--- config.mk ---
export PLATFORM = sky130hd
export DESIGN_NAME = pis_source_seq
export DESIGN_NICKNAME = d
export VERILOG_FILES = /design/src/design/pis_pkg.sv /design/src/design/pis_timer.sv /design/src/design/pis_source_seq.sv
export VERILOG_INCLUDE_DIRS = /design/src /design/src/design
export SDC_FILE = /design/constraint.sdc
export NUM_CORES = 1
export LEC_CHECK = 0
export BUFFER_PORTS_ARGS = -buffer_cell sky130_fd_sc_hd__buf_2
export CAP_MARGIN = 0
export CORE_ASPECT_RATIO = 0.8
export CORE_MARGIN = 1
export CORE_UTILIZATION = 64
export DETAILED_ROUTE_END_ITERATION = 10
export HOLD_SLACK_MARGIN = 0.02
export PLACE_DENSITY = 0.85
export SLEW_MARGIN = 20
export SYNTH_ARGS = -nofsm -noshare
export SYNTH_HDL_FRONTEND = slang
export SYNTH_SLANG_ARGS = --single-unit
--- constraint.sdc ---
create_clock -name clk_sys_in -period 4.3 [get_ports clk_sys_in]
set_input_delay 0.43 -clock clk_sys_in [delete_from_list [all_inputs] [get_ports clk_sys_in]]
set_output_delay 0.43 -clock clk_sys_in [all_outputs]
set_load 0.01 [all_outputs]
--- src/design/pis_regs.svh ---
// Timing constants and encodings for the power increase sequencer.
// Assumes a 125 MHz system clock; included by bare name.
`ifndef PIS_REGS_SVH
`define PIS_REGS_SVH

// System clock period in picoseconds
`define PIS_CLK_PERIOD_PS        32'h0000_1F40
// Wait between the Accept acknowledge and the supply change command, in microseconds
`define PIS_SETTLE_WAIT_US       32'h0000_0019
// Longest time the supply may take to report ready, in microseconds
`define PIS_SUPPLY_READY_US      32'h0000_01F4
// Cycle counts derived from the times above
`define PIS_SETTLE_WAIT_CYC      ((`PIS_SETTLE_WAIT_US * 32'h0000_03E8 * 32'h0000_03E8 + \
                                   `PIS_CLK_PERIOD_PS - 32'h0000_0001) / `PIS_CLK_PERIOD_PS)
`define PIS_SUPPLY_READY_CYC     ((`PIS_SUPPLY_READY_US * 32'h0000_03E8 * 32'h0000_03E8) / \
                                   `PIS_CLK_PERIOD_PS)
// Outgoing message codes
`define PIS_MSG_ACCEPT           4'h3
`define PIS_MSG_PS_RDY           4'h6

`endif

--- src/design/pis_pkg.sv ---
// Types shared by the power increase sequencer.
// Assumes nothing of its surroundings.
package pis_pkg;
    typedef enum logic [2:0] {
        PIS_IDLE,
        PIS_SEND_ACCEPT,
        PIS_WAIT_ACK,
        PIS_SETTLE,
        PIS_SUPPLY_CHANGE,
        PIS_SEND_RDY,
        PIS_WAIT_RDY_ACK,
        PIS_FAULT
    } pis_state_t;
    typedef logic [3:0] pis_msg_t;
endpackage

--- src/design/pis_timer.sv ---
// Down counter used for the settle wait and the supply ready limit.
// Assumes a load pulse from logic on the same clock.
`timescale 1ns/10ps
module pis_timer #(
    parameter int WIDTH = 32
) (
    // Clock and reset
    input  wire logic             clk_sys_in,
    input  wire logic             srst_in,
    // Control
    input  wire logic             load_in,
    input  wire logic [WIDTH-1:0] count_in,
    input  wire logic             stop_in,
    // Status
    output logic                  expired_out
);
    logic [WIDTH-1:0] cnt_reg;
    logic [WIDTH-1:0] cnt_next;
    logic             run_reg;
    logic             run_next;
    logic             exp_reg;
    logic             exp_next;

    always_comb begin
        cnt_next = cnt_reg;
        run_next = run_reg;
        exp_next = 1'b0;
        if (load_in) begin
            cnt_next = count_in;
            run_next = 1'b1;
        end else if (stop_in) begin
            run_next = 1'b0;
        end else if (run_reg) begin
            if (cnt_reg <= {{(WIDTH-1){1'b0}}, 1'b1}) begin
                run_next = 1'b0;
                exp_next = 1'b1;
            end else begin
                cnt_next = cnt_reg - {{(WIDTH-1){1'b0}}, 1'b1};
            end
        end
    end

    always_ff @(posedge clk_sys_in) begin
        if (srst_in) begin
            cnt_reg <= '0;
            run_reg <= 1'b0;
            exp_reg <= 1'b0;
        end else begin
            cnt_reg <= cnt_next;
            run_reg <= run_next;
            exp_reg <= exp_next;
        end
    end

    assign expired_out = exp_reg;
endmodule

--- src/design/pis_source_seq.sv ---
// Source side sequencer for raising voltage and current after a sink request.
// Assumes the protocol layer and supply controller run on clk_sys_in.
`timescale 1ns/10ps
`include "pis_regs.svh"
module pis_source_seq #(
    parameter int unsigned SETTLE_CYC = `PIS_SETTLE_WAIT_CYC,
    parameter int unsigned READY_CYC  = `PIS_SUPPLY_READY_CYC
) (
    // Clock and reset
    input  wire logic              clk_sys_in,
    input  wire logic              srst_in,
    // Policy side
    input  wire logic              request_ok_in,
    output logic                   busy_out,
    output logic                   done_out,
    output logic                   fault_out,
    output logic                   supply_ready_out,
    // Protocol layer transmit
    output logic                   tx_valid_out,
    output pis_pkg::pis_msg_t      tx_msg_out,
    input  wire logic              tx_ready_in,
    input  wire logic              tx_goodcrc_in,
    input  wire logic              tx_fail_in,
    // Supply controller
    output logic                   supply_change_out,
    input  wire logic              supply_ready_in
);
    import pis_pkg::*;

    // ****************************************************************
    // Sequencer state
    // ****************************************************************
    pis_state_t state_reg;
    pis_state_t state_next;
    logic       done_reg;
    logic       done_next;
    logic       fault_reg;
    logic       fault_next;
    logic       rdy_reg;
    logic       rdy_next;
    logic       chg_reg;
    logic       chg_next;
    pis_msg_t   msg_reg;
    pis_msg_t   msg_next;
    logic       t_load;
    logic [31:0] t_count;
    logic       t_stop;
    logic       t_expired;

    pis_timer #(
        .WIDTH(32)
    ) u_timer (
        .clk_sys_in  (clk_sys_in),
        .srst_in     (srst_in),
        .load_in     (t_load),
        .count_in    (t_count),
        .stop_in     (t_stop),
        .expired_out (t_expired)
    );

    always_comb begin
        state_next = state_reg;
        done_next  = 1'b0;
        fault_next = fault_reg;
        rdy_next   = rdy_reg;
        chg_next   = 1'b0;
        msg_next   = msg_reg;
        t_load     = 1'b0;
        t_count    = 32'h0000_0000;
        t_stop     = 1'b0;
        case (state_reg)
            PIS_IDLE: begin
                if (request_ok_in) begin
                    state_next = PIS_SEND_ACCEPT;
                    msg_next   = `PIS_MSG_ACCEPT;
                    fault_next = 1'b0;
                    rdy_next   = 1'b0;
                end
            end
            PIS_SEND_ACCEPT: begin
                if (tx_ready_in) begin
                    state_next = PIS_WAIT_ACK;
                end
            end
            PIS_WAIT_ACK: begin
                if (tx_goodcrc_in) begin
                    state_next = PIS_SETTLE;
                    t_load     = 1'b1;
                    t_count    = SETTLE_CYC;
                end else if (tx_fail_in) begin
                    state_next = PIS_FAULT;
                end
            end
            PIS_SETTLE: begin
                if (t_expired) begin
                    state_next = PIS_SUPPLY_CHANGE;
                    chg_next   = 1'b1;
                    t_load     = 1'b1;
                    t_count    = READY_CYC;
                end
            end
            PIS_SUPPLY_CHANGE: begin
                if (supply_ready_in) begin
                    state_next = PIS_SEND_RDY;
                    t_stop     = 1'b1;
                    rdy_next   = 1'b1;
                    msg_next   = `PIS_MSG_PS_RDY;
                end else if (t_expired) begin
                    state_next = PIS_FAULT;
                end
            end
            PIS_SEND_RDY: begin
                if (tx_ready_in) begin
                    state_next = PIS_WAIT_RDY_ACK;
                end
            end
            PIS_WAIT_RDY_ACK: begin
                if (tx_goodcrc_in) begin
                    state_next = PIS_IDLE;
                    done_next  = 1'b1;
                end else if (tx_fail_in) begin
                    state_next = PIS_FAULT;
                end
            end
            PIS_FAULT: begin
                fault_next = 1'b1;
                state_next = PIS_IDLE;
            end
            default: begin
                state_next = PIS_IDLE;
            end
        endcase
    end

    always_ff @(posedge clk_sys_in) begin
        if (srst_in) begin
            state_reg <= PIS_IDLE;
            done_reg  <= 1'b0;
            fault_reg <= 1'b0;
            rdy_reg   <= 1'b0;
            chg_reg   <= 1'b0;
            msg_reg   <= 4'h0;
        end else begin
            state_reg <= state_next;
            done_reg  <= done_next;
            fault_reg <= fault_next;
            rdy_reg   <= rdy_next;
            chg_reg   <= chg_next;
            msg_reg   <= msg_next;
        end
    end

    // ****************************************************************
    // Outputs
    // ****************************************************************
    assign tx_valid_out      = (state_reg == PIS_SEND_ACCEPT) || (state_reg == PIS_SEND_RDY);
    assign tx_msg_out        = msg_reg;
    assign supply_change_out = chg_reg;
    assign supply_ready_out  = rdy_reg;
    assign busy_out          = (state_reg != PIS_IDLE);
    assign done_out          = done_reg;
    assign fault_out         = fault_reg;

    int settle_cnt_reg;
    int settle_cnt_next;

    // Counts cycles spent in the settle wait
    always_comb begin
        settle_cnt_next = 0;
        if (state_reg == PIS_SETTLE) begin
            settle_cnt_next = settle_cnt_reg + 1;
        end
    end

    always_ff @(posedge clk_sys_in) begin
        if (srst_in) begin
            settle_cnt_reg <= 0;
        end else begin
            settle_cnt_reg <= settle_cnt_next;
        end
    end
endmodule

* Word level (Yosys, flattened, before mapping)
Cells that the tools add are included.
** Operators by class
- Add/subtract/negate cells :: 1
- $lt $le $gt $ge :: 1
- Eq/ne operators :: 15
- Mux-type cells :: 34
- Bitwise logic cells :: 3
- Reduce and logical (&&, ||, !) cells :: 13
** Operators by type and width (number)
- $mux 32 :: 4
- $le 32x1->1 const B :: 1
- $pmux 16 s2 :: 1
- $sub 32x1->32 const B :: 1
- $mux 3 :: 9
- $pmux 3 s8 :: 1
- $mux 16 :: 1
- $eq 3x3->1 const B :: 4
- $mux 12 :: 1
- $ne 2x2->1 const B :: 6
- $mux 1 :: 11
- $mux 4 :: 2
- $pmux 4 s2 :: 1
- $eq 3x2->1 const B :: 2
- $pmux 1 s2 :: 3
- $reduce_and 3->1 :: 2
- $reduce_bool 2->1 :: 3
- $reduce_and 5->1 :: 1
- $reduce_or 2->1 :: 2
- $reduce_or 4->1 :: 1
- $eq 3x1->1 const B :: 1
- $logic_not 3->1 :: 1
- $ne 3x2->1 const B :: 1
- $not 1->1 :: 3
- other kinds (4) :: 4
** Word-level totals
- Register bits after elaboration :: 45
- Input bits :: 7
- Output and inout bits :: 10
- Word-level logic and storage cells :: 76

* Logic depth before layout (Yosys ltp)
Gate-level depths: netlist of run 1.
- Word-level depth :: 5
- Depth in mapped cells :: 8
- Depth with buffers taken out :: 7

* Modules after synthesis
A second synthesis of run 1 with hierarchy kept.
** Second synthesis, totals
- Cells, all modules :: 324
- Area total of the unflattened synthesis :: 2750.1 µm²
** By module, submodules not included
- pis_timer :: instances 1, cells an instance 260, area each 2223.4 µm², seq. area each 680.7 µm²
- pis_source_seq :: instances 1, cells an instance 64, area each 526.8 µm², seq. area each 180.2 µm²

* Worst setup path after synthesis of run 1
No wires, ideal clock.
- Kind :: register to register
- From :: reg u_timer.cnt_reg[2]
- To :: reg u_timer.cnt_reg[21]
- Setup time :: 0.070 ns
- Arrival :: 2.224 ns
- Required time :: 4.230 ns
- Path slack :: 2.005 ns
- Stages on the path, launching flop included :: 7
- Path buffers :: 0
- Clock period less this slack :: 2.295 ns
- Cells stage by stage :: dfxtp_1 -> or4_4 -> nor3_4 -> nand4b_2 -> a221o_1 -> or4b_1 -> a21oi_1
** Between the ends
- Longest elaborated chain between the ends :: 5
- Elaborated cells on any way between the ends :: 8
- Those cells by class :: add/sub (1); order compare (1); eq/ne (1); mux (4); reduce/logical (1)
** RTL lines
- start: declaration :: RTL line pis_timer.sv:17 : logic [WIDTH-1:0] cnt_reg;
- start signal: assignment :: RTL line pis_timer.sv:49 : cnt_reg <= cnt_next;
- $sub 32x1->32 :: RTL line pis_timer.sv:38 : cnt_next = cnt_reg - {{(WIDTH-1){1'b0}}, 1'b1};
- $mux 32 :: RTL line pis_timer.sv:34 : if (cnt_reg <= {{(WIDTH-1){1'b0}}, 1'b1}) begin
- $mux 32 :: RTL line pis_timer.sv:33 : end else if (run_reg) begin
- $mux 32 :: RTL line pis_timer.sv:31 : end else if (stop_in) begin
- $mux 32 :: RTL line pis_timer.sv:28 : if (load_in) begin
Parallel ways exist; a longest one is shown, timed or not. The select of a mux whose other input is x is not followed.
A chain may end at the register's enable or synchronous reset.

* Final worst setup path of run 1
- From :: reg state_reg[0]
- To :: reg u_timer.cnt_reg[21]
** Between the ends
- Longest elaborated chain between the ends :: 4
- Elaborated cells on any way between the ends :: 10
- Those cells by class :: eq/ne (5); mux (3); reduce/logical (2)
** RTL lines
- start: declaration :: RTL line pis_source_seq.sv:33 : pis_state_t state_reg;
- start signal: assignment :: RTL line pis_source_seq.sv:144 : state_reg <= state_next;
- $eq 3x2->1 / $eq 3x3->1 (equally long branches) :: RTL line pis_source_seq.sv:71 : case (state_reg)
- $pmux 1 s2 / $mux 1 (equally long branches) :: RTL line pis_source_seq.sv:71
- $ne 2x2->1 (no source line) / $reduce_bool 2->1 (equally long branches)
- $reduce_and 3->1 (no source line)
Parallel ways exist; a longest one is shown, timed or not.

==> impl_metrics.py, run 1 <==
metrics = {
    "cells_and_area": {
        "syn_to_final_growth_pct": 8.659,
        "final_cells": 313,
        "multi_input_area_um2": 1254,
        "largest_reg_flops": 32,
        "n_antenna_cell": 0,
        "drive_gt1_frac": 0.1319,
        "n_fill_cell": 248,
        "final_util": 0.7512,
        "seq_area_um2": 860.8,
        "num-nets-final": 281,
    },
    "timing": {
        "finalMaxSlewViolations": 0,
        "rsz0062_at_grt": "false",
        "fin_crit_ps": 2666,
        "maxSlewHeadroom": 0.4680,
        "fmax_ghz": 0.3750,
        "tightestPinTransition_ps": 796.1,
        "finalSetupViolCount": 0,
        "fin_crit_sh": 0.6201,
        "setup_ws_ps": 1634,
        "tns_ps": 0,
        "finalClockSkew_ps": 4.595,
        "finalHoldViolations": 0,
    },
    "die": {
        "io_pins": 17,
        "dieArea_um2": 3695,
        "die_x_um": 67.71,
        "core_area_um2": 3198,
        "start_util": 0.6913,
        "placementRows": 18,
        "dieHeight_um": 54.57,
    },
    "yosys": {
        "yosysUniqueCellTypes": 50,
        "ys_warn_count": 0,
        "synth_flop_cell": "dfxtp_1",
        "ys_ff_latch": 43,
        "synth-edff-count": 0,
        "synth.most_common_cell": "dfxtp_1",
        "async_reset_ff_frac": 0,
        "syn_nets": 274,
        "synth_top_area_frac": 0.3894,
        "synth_area_leaders": "dfxtp_1, nor2_1, xnor2_1",
        "synth_area_leader_cell": "dfxtp_1",
        "syn_inst": 265,
        "ys_top_cells_by_count": "dfxtp_1, nor2_1, a21oi_1",
        "synth.avg_cell_area_um2": 8.343,
        "synth_area_um2": 2211,
        "yosysSeqAreaShare": 0.3894,
    },
    "setup_path": {
        "crit_buf_inv": 0,
        "cp_slowest_stage_delay_ps": 640,
        "cp-start-kind": "register",
        "cpMaxStageDelayCell": "dfxtp_1",
        "crit_chain": "nand4bb_1 > nand2_1 > a221o_1 > or4b_1 > a21oi_1",
        "crit_arrival_ps": 2890,
        "worstSetupPathType": "reg -> reg",
        "reg2reg_slack_ps": 1630,
        "endpoint_kind": "register",
        "critical_path_required_ps": 4520,
        "crit_fanout": 17,
        "cp_top_family": "simple AND/OR/NAND/NOR gates",
    },
    "cts": {
        "clock_tree.root_cell": "clkbuf_8",
        "holdBufCountCts": 0,
        "clock_path_buffers": 2,
        "numClockSinks": 43,
        "clk_pin_slew_ps": 80,
        "cts_tree": "done",
        "cts_buffers": 5,
        "htree_levels": 2,
        "clk_latency_ps": 310,
        "cts_setup_buffers": 0,
        "cts_resized": 0,
    },
    "placement": {
        "post-place-ws_ps": 1718,
        "io_buffers": 15,
        "dp.cells": 305,
        "post-dp-hpwl_mm": 3.324,
        "place_congestion": 0.8091,
    },
    "routing": {
        "drc": 0,
        "ant_nets": 0,
        "drt-vias-per-instance": 6.204,
        "totalWireLength_mm": 4.845,
        "dr.pass1.iters": 4,
        "dr_total_vias": 1942,
        "drt_iter0_drc": 132,
        "avgRoutedWirePerCell_um": 15.48,
    },
    "global_route": {
        "grt.total_usage": 0.2892,
        "grt_max_degree": 23,
        "grt_pass1_vias": 1693,
        "grt_pass1_wl_mm": 7.762,
        "grt-ovfl-total": 0,
        "antenna_found_initial": 0,
    },
    "job": {
        "cap_violations": 0,
    },
    "worst_hold_path": {
        "hold_path.class": "in -> reg",
    },
    "outcome": {
        "status": "finished clean",
    },
}
[final cells by class]
cell class                 count  share of cell area
multi-input combinational    199              0.5219
sequential                    43              0.3583
timing repair buffer          15             0.03125
clock buffer                   6             0.03021
clock inverter                 2             0.02500
tap                           40             0.02083
inverter                       8             0.01250
[logic make-up (layout without fill, tap and decap cells)]
logic type                 after synthesis  after routing  synth area share
other                                    1              1          0.001696
buffers and inverters                   23             31           0.04358
DFF                                     43             43            0.3894
adders and majority gates                2              2           0.01132
and+or+nand+nor                        122            122            0.3209
AOI/OAI and AO/OA                       50             50            0.1364
xor gates and xnor gates                22             22           0.08715
muxes                                    2              2          0.009621
[path summary, 6_finish.rpt]
kind         cells past startpoint                       start                                to
max                              5   state_reg[0]$_SDFFE_PP0P_  u_timer.cnt_reg[21]$_SDFFE_PP0P_
min                              3                 tx_ready_in         state_reg[0]$_SDFFE_PP0P_
max reg2reg                      5   state_reg[0]$_SDFFE_PP0P_  u_timer.cnt_reg[21]$_SDFFE_PP0P_
min reg2reg                      2  tx_msg_out[0]$_SDFFE_PP0P_        tx_msg_out[0]$_SDFFE_PP0P_
[metal layers]
metal | track usage | part of all wire
met5 | 0 | 0
met1 | 0.3831 | 0.48
met4 | 0.07447 | 0.014
met2 | 0.4571 | 0.46
met3 | 0.08750 | 0.044
[tightest hold or removal path, delay by kind of cell]
| family | cells | cell delay (ps) |
|---|---|---|
| AO/OA/AOI/OAI | 1 | 130 |
| buffers and inverters | 1 | 90 |
| AND/OR/NAND/NOR | 1 | 40 |
[layout by cell type, fill, tap and decap left out, drive strengths merged, types with 2 or more instances in the layout]
cell    Yosys  final
o21ai      12     12
a211oi      5      5
dfxtp      43     43
nor2       30     30
or3         5      5
xor2       10     10
nand3      10     10
and2        3      3
inv         8      8
or4         8      8
nand2b      5      5
o21a        2      2
bufinv      0      2
o22ai       3      3
nor4b       2      2
nor3       15     15
nand2      16     16
nor2b       2      2
a21oi      20     20
nand4       5      5
nand4b      2      2
nor4       12     12
buf         4     15
clkbuf     11      6
xnor2      12     12
o31ai       3      3
ha          2      2
[through the flow]
stage          hold WS [ps]  instance area, um^2
4_1_cts               420.7                 2402
3_5_place_dp          454.2                 2270
3_3_place_gp          459.8                 2270
6_report              412.5                 2402
2_1_floorplan         446.0                 2211
5_1_grt               412.4                 2402
Power of run 1 is left out: the tool's default activity adds up to more than one toggle a clock period on the data nets, which glitch-free logic cannot reach.
==> run 2: changes to the inputs <==
--- a/config.mk
+++ b/config.mk
@@ -10,10 +10,10 @@
 export CAP_MARGIN = 0
 export CORE_ASPECT_RATIO = 0.8
 export CORE_MARGIN = 1
-export CORE_UTILIZATION = 64
+export CORE_UTILIZATION = 53
 export DETAILED_ROUTE_END_ITERATION = 10
 export HOLD_SLACK_MARGIN = 0.02
-export PLACE_DENSITY = 0.85
+export PLACE_DENSITY = 0.76
 export SLEW_MARGIN = 20
 export SYNTH_ARGS = -nofsm -noshare
 export SYNTH_HDL_FRONTEND = slang
==> constraint.sdc (replaced) <==
create_clock -name clk_sys_in -period 2.2 [get_ports clk_sys_in]
set_input_delay 0.22 -clock clk_sys_in [delete_from_list [all_inputs] [get_ports clk_sys_in]]
set_output_delay 0.22 -clock clk_sys_in [all_outputs]
set_load 0.01 [all_outputs]
==> impl_metrics.py, run 2 (synthesized netlist as in run 1, its figures left out) <==
metrics = {
    "timing": {
        "maxSlewHeadroom": 0.6066,
        "fin_crit_sh": 1.027,
        "tns_ps": -94.94,
        "tightestPinTransition_ps": 585.1,
        "setup_ws_ps": -59.63,
        "fin_crit_ps": 2260,
        "fmax_ghz": 0.4426,
        "finalHoldViolations": 0,
        "finalMaxSlewViolations": 0,
        "finalSetupViolCount": 2,
        "rsz0062_at_grt": "true",
        "finalClockSkew_ps": 10.35,
    },
    "cts": {
        "clk_latency_ps": 310,
        "cts_tree": "done",
        "htree_levels": 2,
        "cts_buffers": 5,
        "numClockSinks": 43,
        "clk_pin_slew_ps": 90,
        "clock_path_buffers": 2,
        "clock_tree.root_cell": "clkbuf_8",
    },
    "die": {
        "dieArea_um2": 4436,
        "dieHeight_um": 59.77,
        "die_x_um": 74.21,
        "core_area_um2": 3904,
        "start_util": 0.5663,
        "io_pins": 17,
        "placementRows": 20,
    },
    "routing": {
        "drt-vias-per-instance": 5.836,
        "drc": 0,
        "met2WireLength_mm": 2.698,
        "avgRoutedWirePerCell_um": 15.69,
        "wirelength_met1_mm": 2.664,
        "ant_nets": 0,
        "totalWireLength_mm": 5.741,
        "met3WireLength_um": 287,
        "dr_total_vias": 2136,
        "top_layer": "met4",
        "drt_iter0_drc": 100,
        "dr.pass1.iters": 4,
    },
    "setup_path": {
        "endpoint_kind": "register",
        "crit_buf_inv": 0,
        "cpMaxStageDelayCell": "or4_4",
        "cp_slowest_stage_delay_ps": 570,
        "cp-start-kind": "register",
        "crit_fanout": 7,
        "cp_top_family": "simple AND/OR/NAND/NOR gates",
        "crit_chain": "or4_4 > nor3_4 > nand4b_4 > a221o_2 > or4b_4 > a21oi_1",
        "worstSetupPathType": "reg -> reg",
        "crit_arrival_ps": 2490,
        "critical_path_required_ps": 2430,
    },
    "cells_and_area": {
        "largest_reg_flops": 32,
        "num-nets-final": 319,
        "final_cell_mix": "dfxtp_1, buf_4, nor2_1",
        "syn_to_final_growth_pct": 26.43,
        "layout_commonest_cell": "dfxtp_1",
        "drive_gt1_frac": 0.2797,
        "n_fill_cell": 314,
        "n_antenna_cell": 0,
    },
    "placement": {
        "place_congestion": 0.8227,
        "io_buffers": 15,
        "post-dp-hpwl_mm": 4.029,
    },
    "global_route": {
        "grt_pass1_vias": 1832,
        "grt.total_usage": 0.2585,
        "grt-ovfl-total": 0,
        "antenna_found_initial": 0,
        "grt_max_degree": 21,
        "grt_pass1_wl_mm": 8.556,
    },
    "outcome": {
        "status": "finished with violations",
        "violations": "setup timing",
    },
    "job": {
        "cap_violations": 0,
    },
    "worst_hold_path": {
        "hold_path.class": "in -> reg",
    },
}
==> run 2: repair_timing <==
item | 4_1_cts | 5_1_grt
pin swaps | 1 | 4
gates cloned | 0 | 0
hold buffers | 0 | 0
setup buffers | 0 | 2
endpoints found under the hold margin | 0 | 0
endpoints found under the setup margin | 14 | 17
resized for setup | 3 | 13
==> run 2: final cells by class <==
cell class,count,area [um^2],share of cell area
clock buffers,5,68.82,0.02462
clock inverters,3,43.79,0.01567
inverters,8,30.03,0.01074
multi-input cells,199,1349,0.4825
flip-flops and latches,43,862.1,0.3084
well taps,55,68.82,0.02462
repair buffers,53,372.9,0.1334
==> run 2: per-layer routing <==
metal  up-vias  global-route usage
met3        12             0.05059
met2        58              0.4091
li1       1047                   -
met5         -                   0
met4         0             0.09434
met1      1019              0.3505
==> run 2: tightest hold or removal path, delay by kind of cell <==
kind            cells  cell delay, ps
compound gates      1             130
buf+inv             1              80
simple gates        1              40
==> run 2: per-stage QoR <==
stage / hold WS [ps] / instance area (um^2) / util / setup WS (ps) / cells
after global routing: 207.2 / 2795 / 0.7160 / -121.3 / 366
after CTS: 185.4 / 2719 / 0.6965 / -58.52 / 364
after detailed placement: 456.9 / 2587 / 0.6628 / -98.26 / 356
after floorplan: 378.6 / 2227 / - / -70.48 / 265
after global placement: 443.4 / 2587 / 0.6628 / -26.33 / 356
final: 193.7 / 2795 / 0.7160 / -59.63 / 366
==> run 2: final timing paths <==
check | start | to | slack (ps) | depth (start not counted)
max | u_timer.cnt_reg[5]$_SDFFE_PP0P_ | u_timer.cnt_reg[21]$_SDFFE_PP0P_ | -60 | 6
min | tx_ready_in | state_reg[0]$_SDFFE_PP0P_ | 190 | 3
max reg2reg | u_timer.cnt_reg[5]$_SDFFE_PP0P_ | u_timer.cnt_reg[21]$_SDFFE_PP0P_ | -60 | 6
min reg2reg | tx_msg_out[0]$_SDFFE_PP0P_ | tx_msg_out[0]$_SDFFE_PP0P_ | 470 | 2
Power of run 2 is left out for the same reason.
==> run 3: changes to the inputs <==
--- a/config.mk
+++ b/config.mk
@@ -14,6 +14,7 @@
 export DETAILED_ROUTE_END_ITERATION = 10
 export HOLD_SLACK_MARGIN = 0.02
 export PLACE_DENSITY = 0.76
+export SKIP_CTS_REPAIR_TIMING = 1
 export SLEW_MARGIN = 20
 export SYNTH_ARGS = -nofsm -noshare
 export SYNTH_HDL_FRONTEND = slang
==> impl_metrics.py, run 3 (synthesized netlist as in run 1, its figures left out) <==
metrics = {
    "outcome": {
        "status": "finished with violations",
        "violations": "setup timing",
    },
    "setup_path": {
        "endpoint_kind": "register",
        "cp-start-kind": "register",
        "crit_arrival_ps": 2490,
        "critical_path_required_ps": 2440,
        "worstSetupPathType": "reg -> reg",
        "ff2ff_path_depth": 6,
        "crit_fanout": 6,
    },
    "routing": {
        "dr.pass1.iters": 4,
        "avgRoutedWirePerCell_um": 15.69,
        "drt_iter0_drc": 96,
        "drc": 0,
        "dr_total_vias": 2120,
        "ant_nets": 0,
        "drt-vias-per-instance": 5.792,
        "totalWireLength_mm": 5.743,
    },
    "cells_and_area": {
        "num-nets-final": 319,
        "final_cells": 366,
        "final_cell_mix": "dfxtp_1, buf_4, nor2_1",
        "syn_to_final_growth_pct": 26.03,
        "drive_gt1_frac": 0.2733,
        "n_antenna_cell": 0,
        "largest_reg_flops": 32,
        "layout_commonest_cell": "dfxtp_1",
    },
    "die": {
        "dieHeight_um": 59.77,
        "die_x_um": 74.21,
        "placementRows": 20,
        "core_area_um2": 3904,
        "io_pins": 17,
        "start_util": 0.5663,
        "dieArea_um2": 4436,
    },
    "timing": {
        "finalClockSkew_ps": 10.61,
        "fmax_ghz": 0.4448,
        "fin_crit_ps": 2248,
        "finalHoldViolations": 0,
        "rsz0062_at_grt": "true",
        "tightestPinTransition_ps": 587.9,
        "setup_ws_ps": -48.00,
        "maxSlewHeadroom": 0.6047,
        "fin_crit_sh": 1.022,
        "finalSetupViolCount": 3,
        "finalMaxSlewViolations": 0,
    },
    "global_route": {
        "grt.total_usage": 0.2560,
        "grt_pass1_vias": 1816,
        "antenna_found_initial": 0,
        "grt_max_degree": 21,
        "grt-ovfl-total": 0,
        "grt_pass1_wl_mm": 8.507,
    },
    "cts": {
        "cts_tree": "done",
        "htree_levels": 2,
        "numClockSinks": 43,
        "clk_pin_slew_ps": 90,
        "cts_buffers": 5,
        "clock_tree.root_cell": "clkbuf_8",
        "clock_path_buffers": 2,
        "clk_latency_ps": 310,
    },
    "worst_hold_path": {
        "hold_path.class": "in -> reg",
        "min_path_cells": 3,
    },
    "job": {
        "cap_violations": 0,
    },
    "placement": {
        "dp.cells": 356,
        "post-dp-hpwl_mm": 4.029,
        "io_buffers": 15,
        "place_congestion": 0.8227,
    },
}
run 3: worst paths after layout:
kind                            slack (ps)                            start                               end
worst max-delay path                   -50  u_timer.cnt_reg[5]$_SDFFE_PP0P_  u_timer.cnt_reg[21]$_SDFFE_PP0P_
worst min register to register         470       tx_msg_out[0]$_SDFFE_PP0P_        tx_msg_out[0]$_SDFFE_PP0P_
worst max register to register         -50  u_timer.cnt_reg[5]$_SDFFE_PP0P_  u_timer.cnt_reg[21]$_SDFFE_PP0P_
worst min-delay path                   190                      tx_ready_in         state_reg[0]$_SDFFE_PP0P_
run 3: cell type report:
| class | count | area [um^2] |
|---|---|---|
| fill | 315 | 1117 |
| tap | 55 | 68.82 |
| sequential | 43 | 862.1 |
| clock buffer | 5 | 68.82 |
| inverter | 8 | 30.03 |
| multi-input combinational | 199 | 1336 |
| timing repair buffer | 53 | 376.6 |
| clock inverter | 3 | 43.79 |
run 3: per-layer routing:
metal | global-route usage | part of all wire | vias up
met4 | 0.09434 | 0.012 | 0
met1 | 0.3536 | 0.47 | 1010
li1 | - | - | 1044
met2 | 0.3961 | 0.48 | 58
met5 | 0 | 0 | -
met3 | 0.05059 | 0.046 | 8
run 3: through the flow:
step	setup TNS [ps]	worst slack, ps	hold slack [ps]	util	cell area, um^2
5_1_grt	-561.8	-146.8	207.2	0.7138	2786
2_1_floorplan	-231.2	-70.48	378.6	-	2227
3_5_place_dp	-584.5	-98.26	456.9	0.6628	2587
6_report	-84.50	-48.00	192.6	0.7138	2786
4_1_cts	-739.2	-108.9	185.4	0.6917	2700
3_3_place_gp	-29.13	-26.33	443.4	0.6628	2587
run 3: worst max-delay path: stages, from the launching register on:
cell and delay [ps]:
dfxtp_1 320, or4_4 570, nor3_4 180, nand4b_4 110, a221o_2 380, or4b_4 500
a21oi_1 130
Power of run 3 is left out for the same reason.
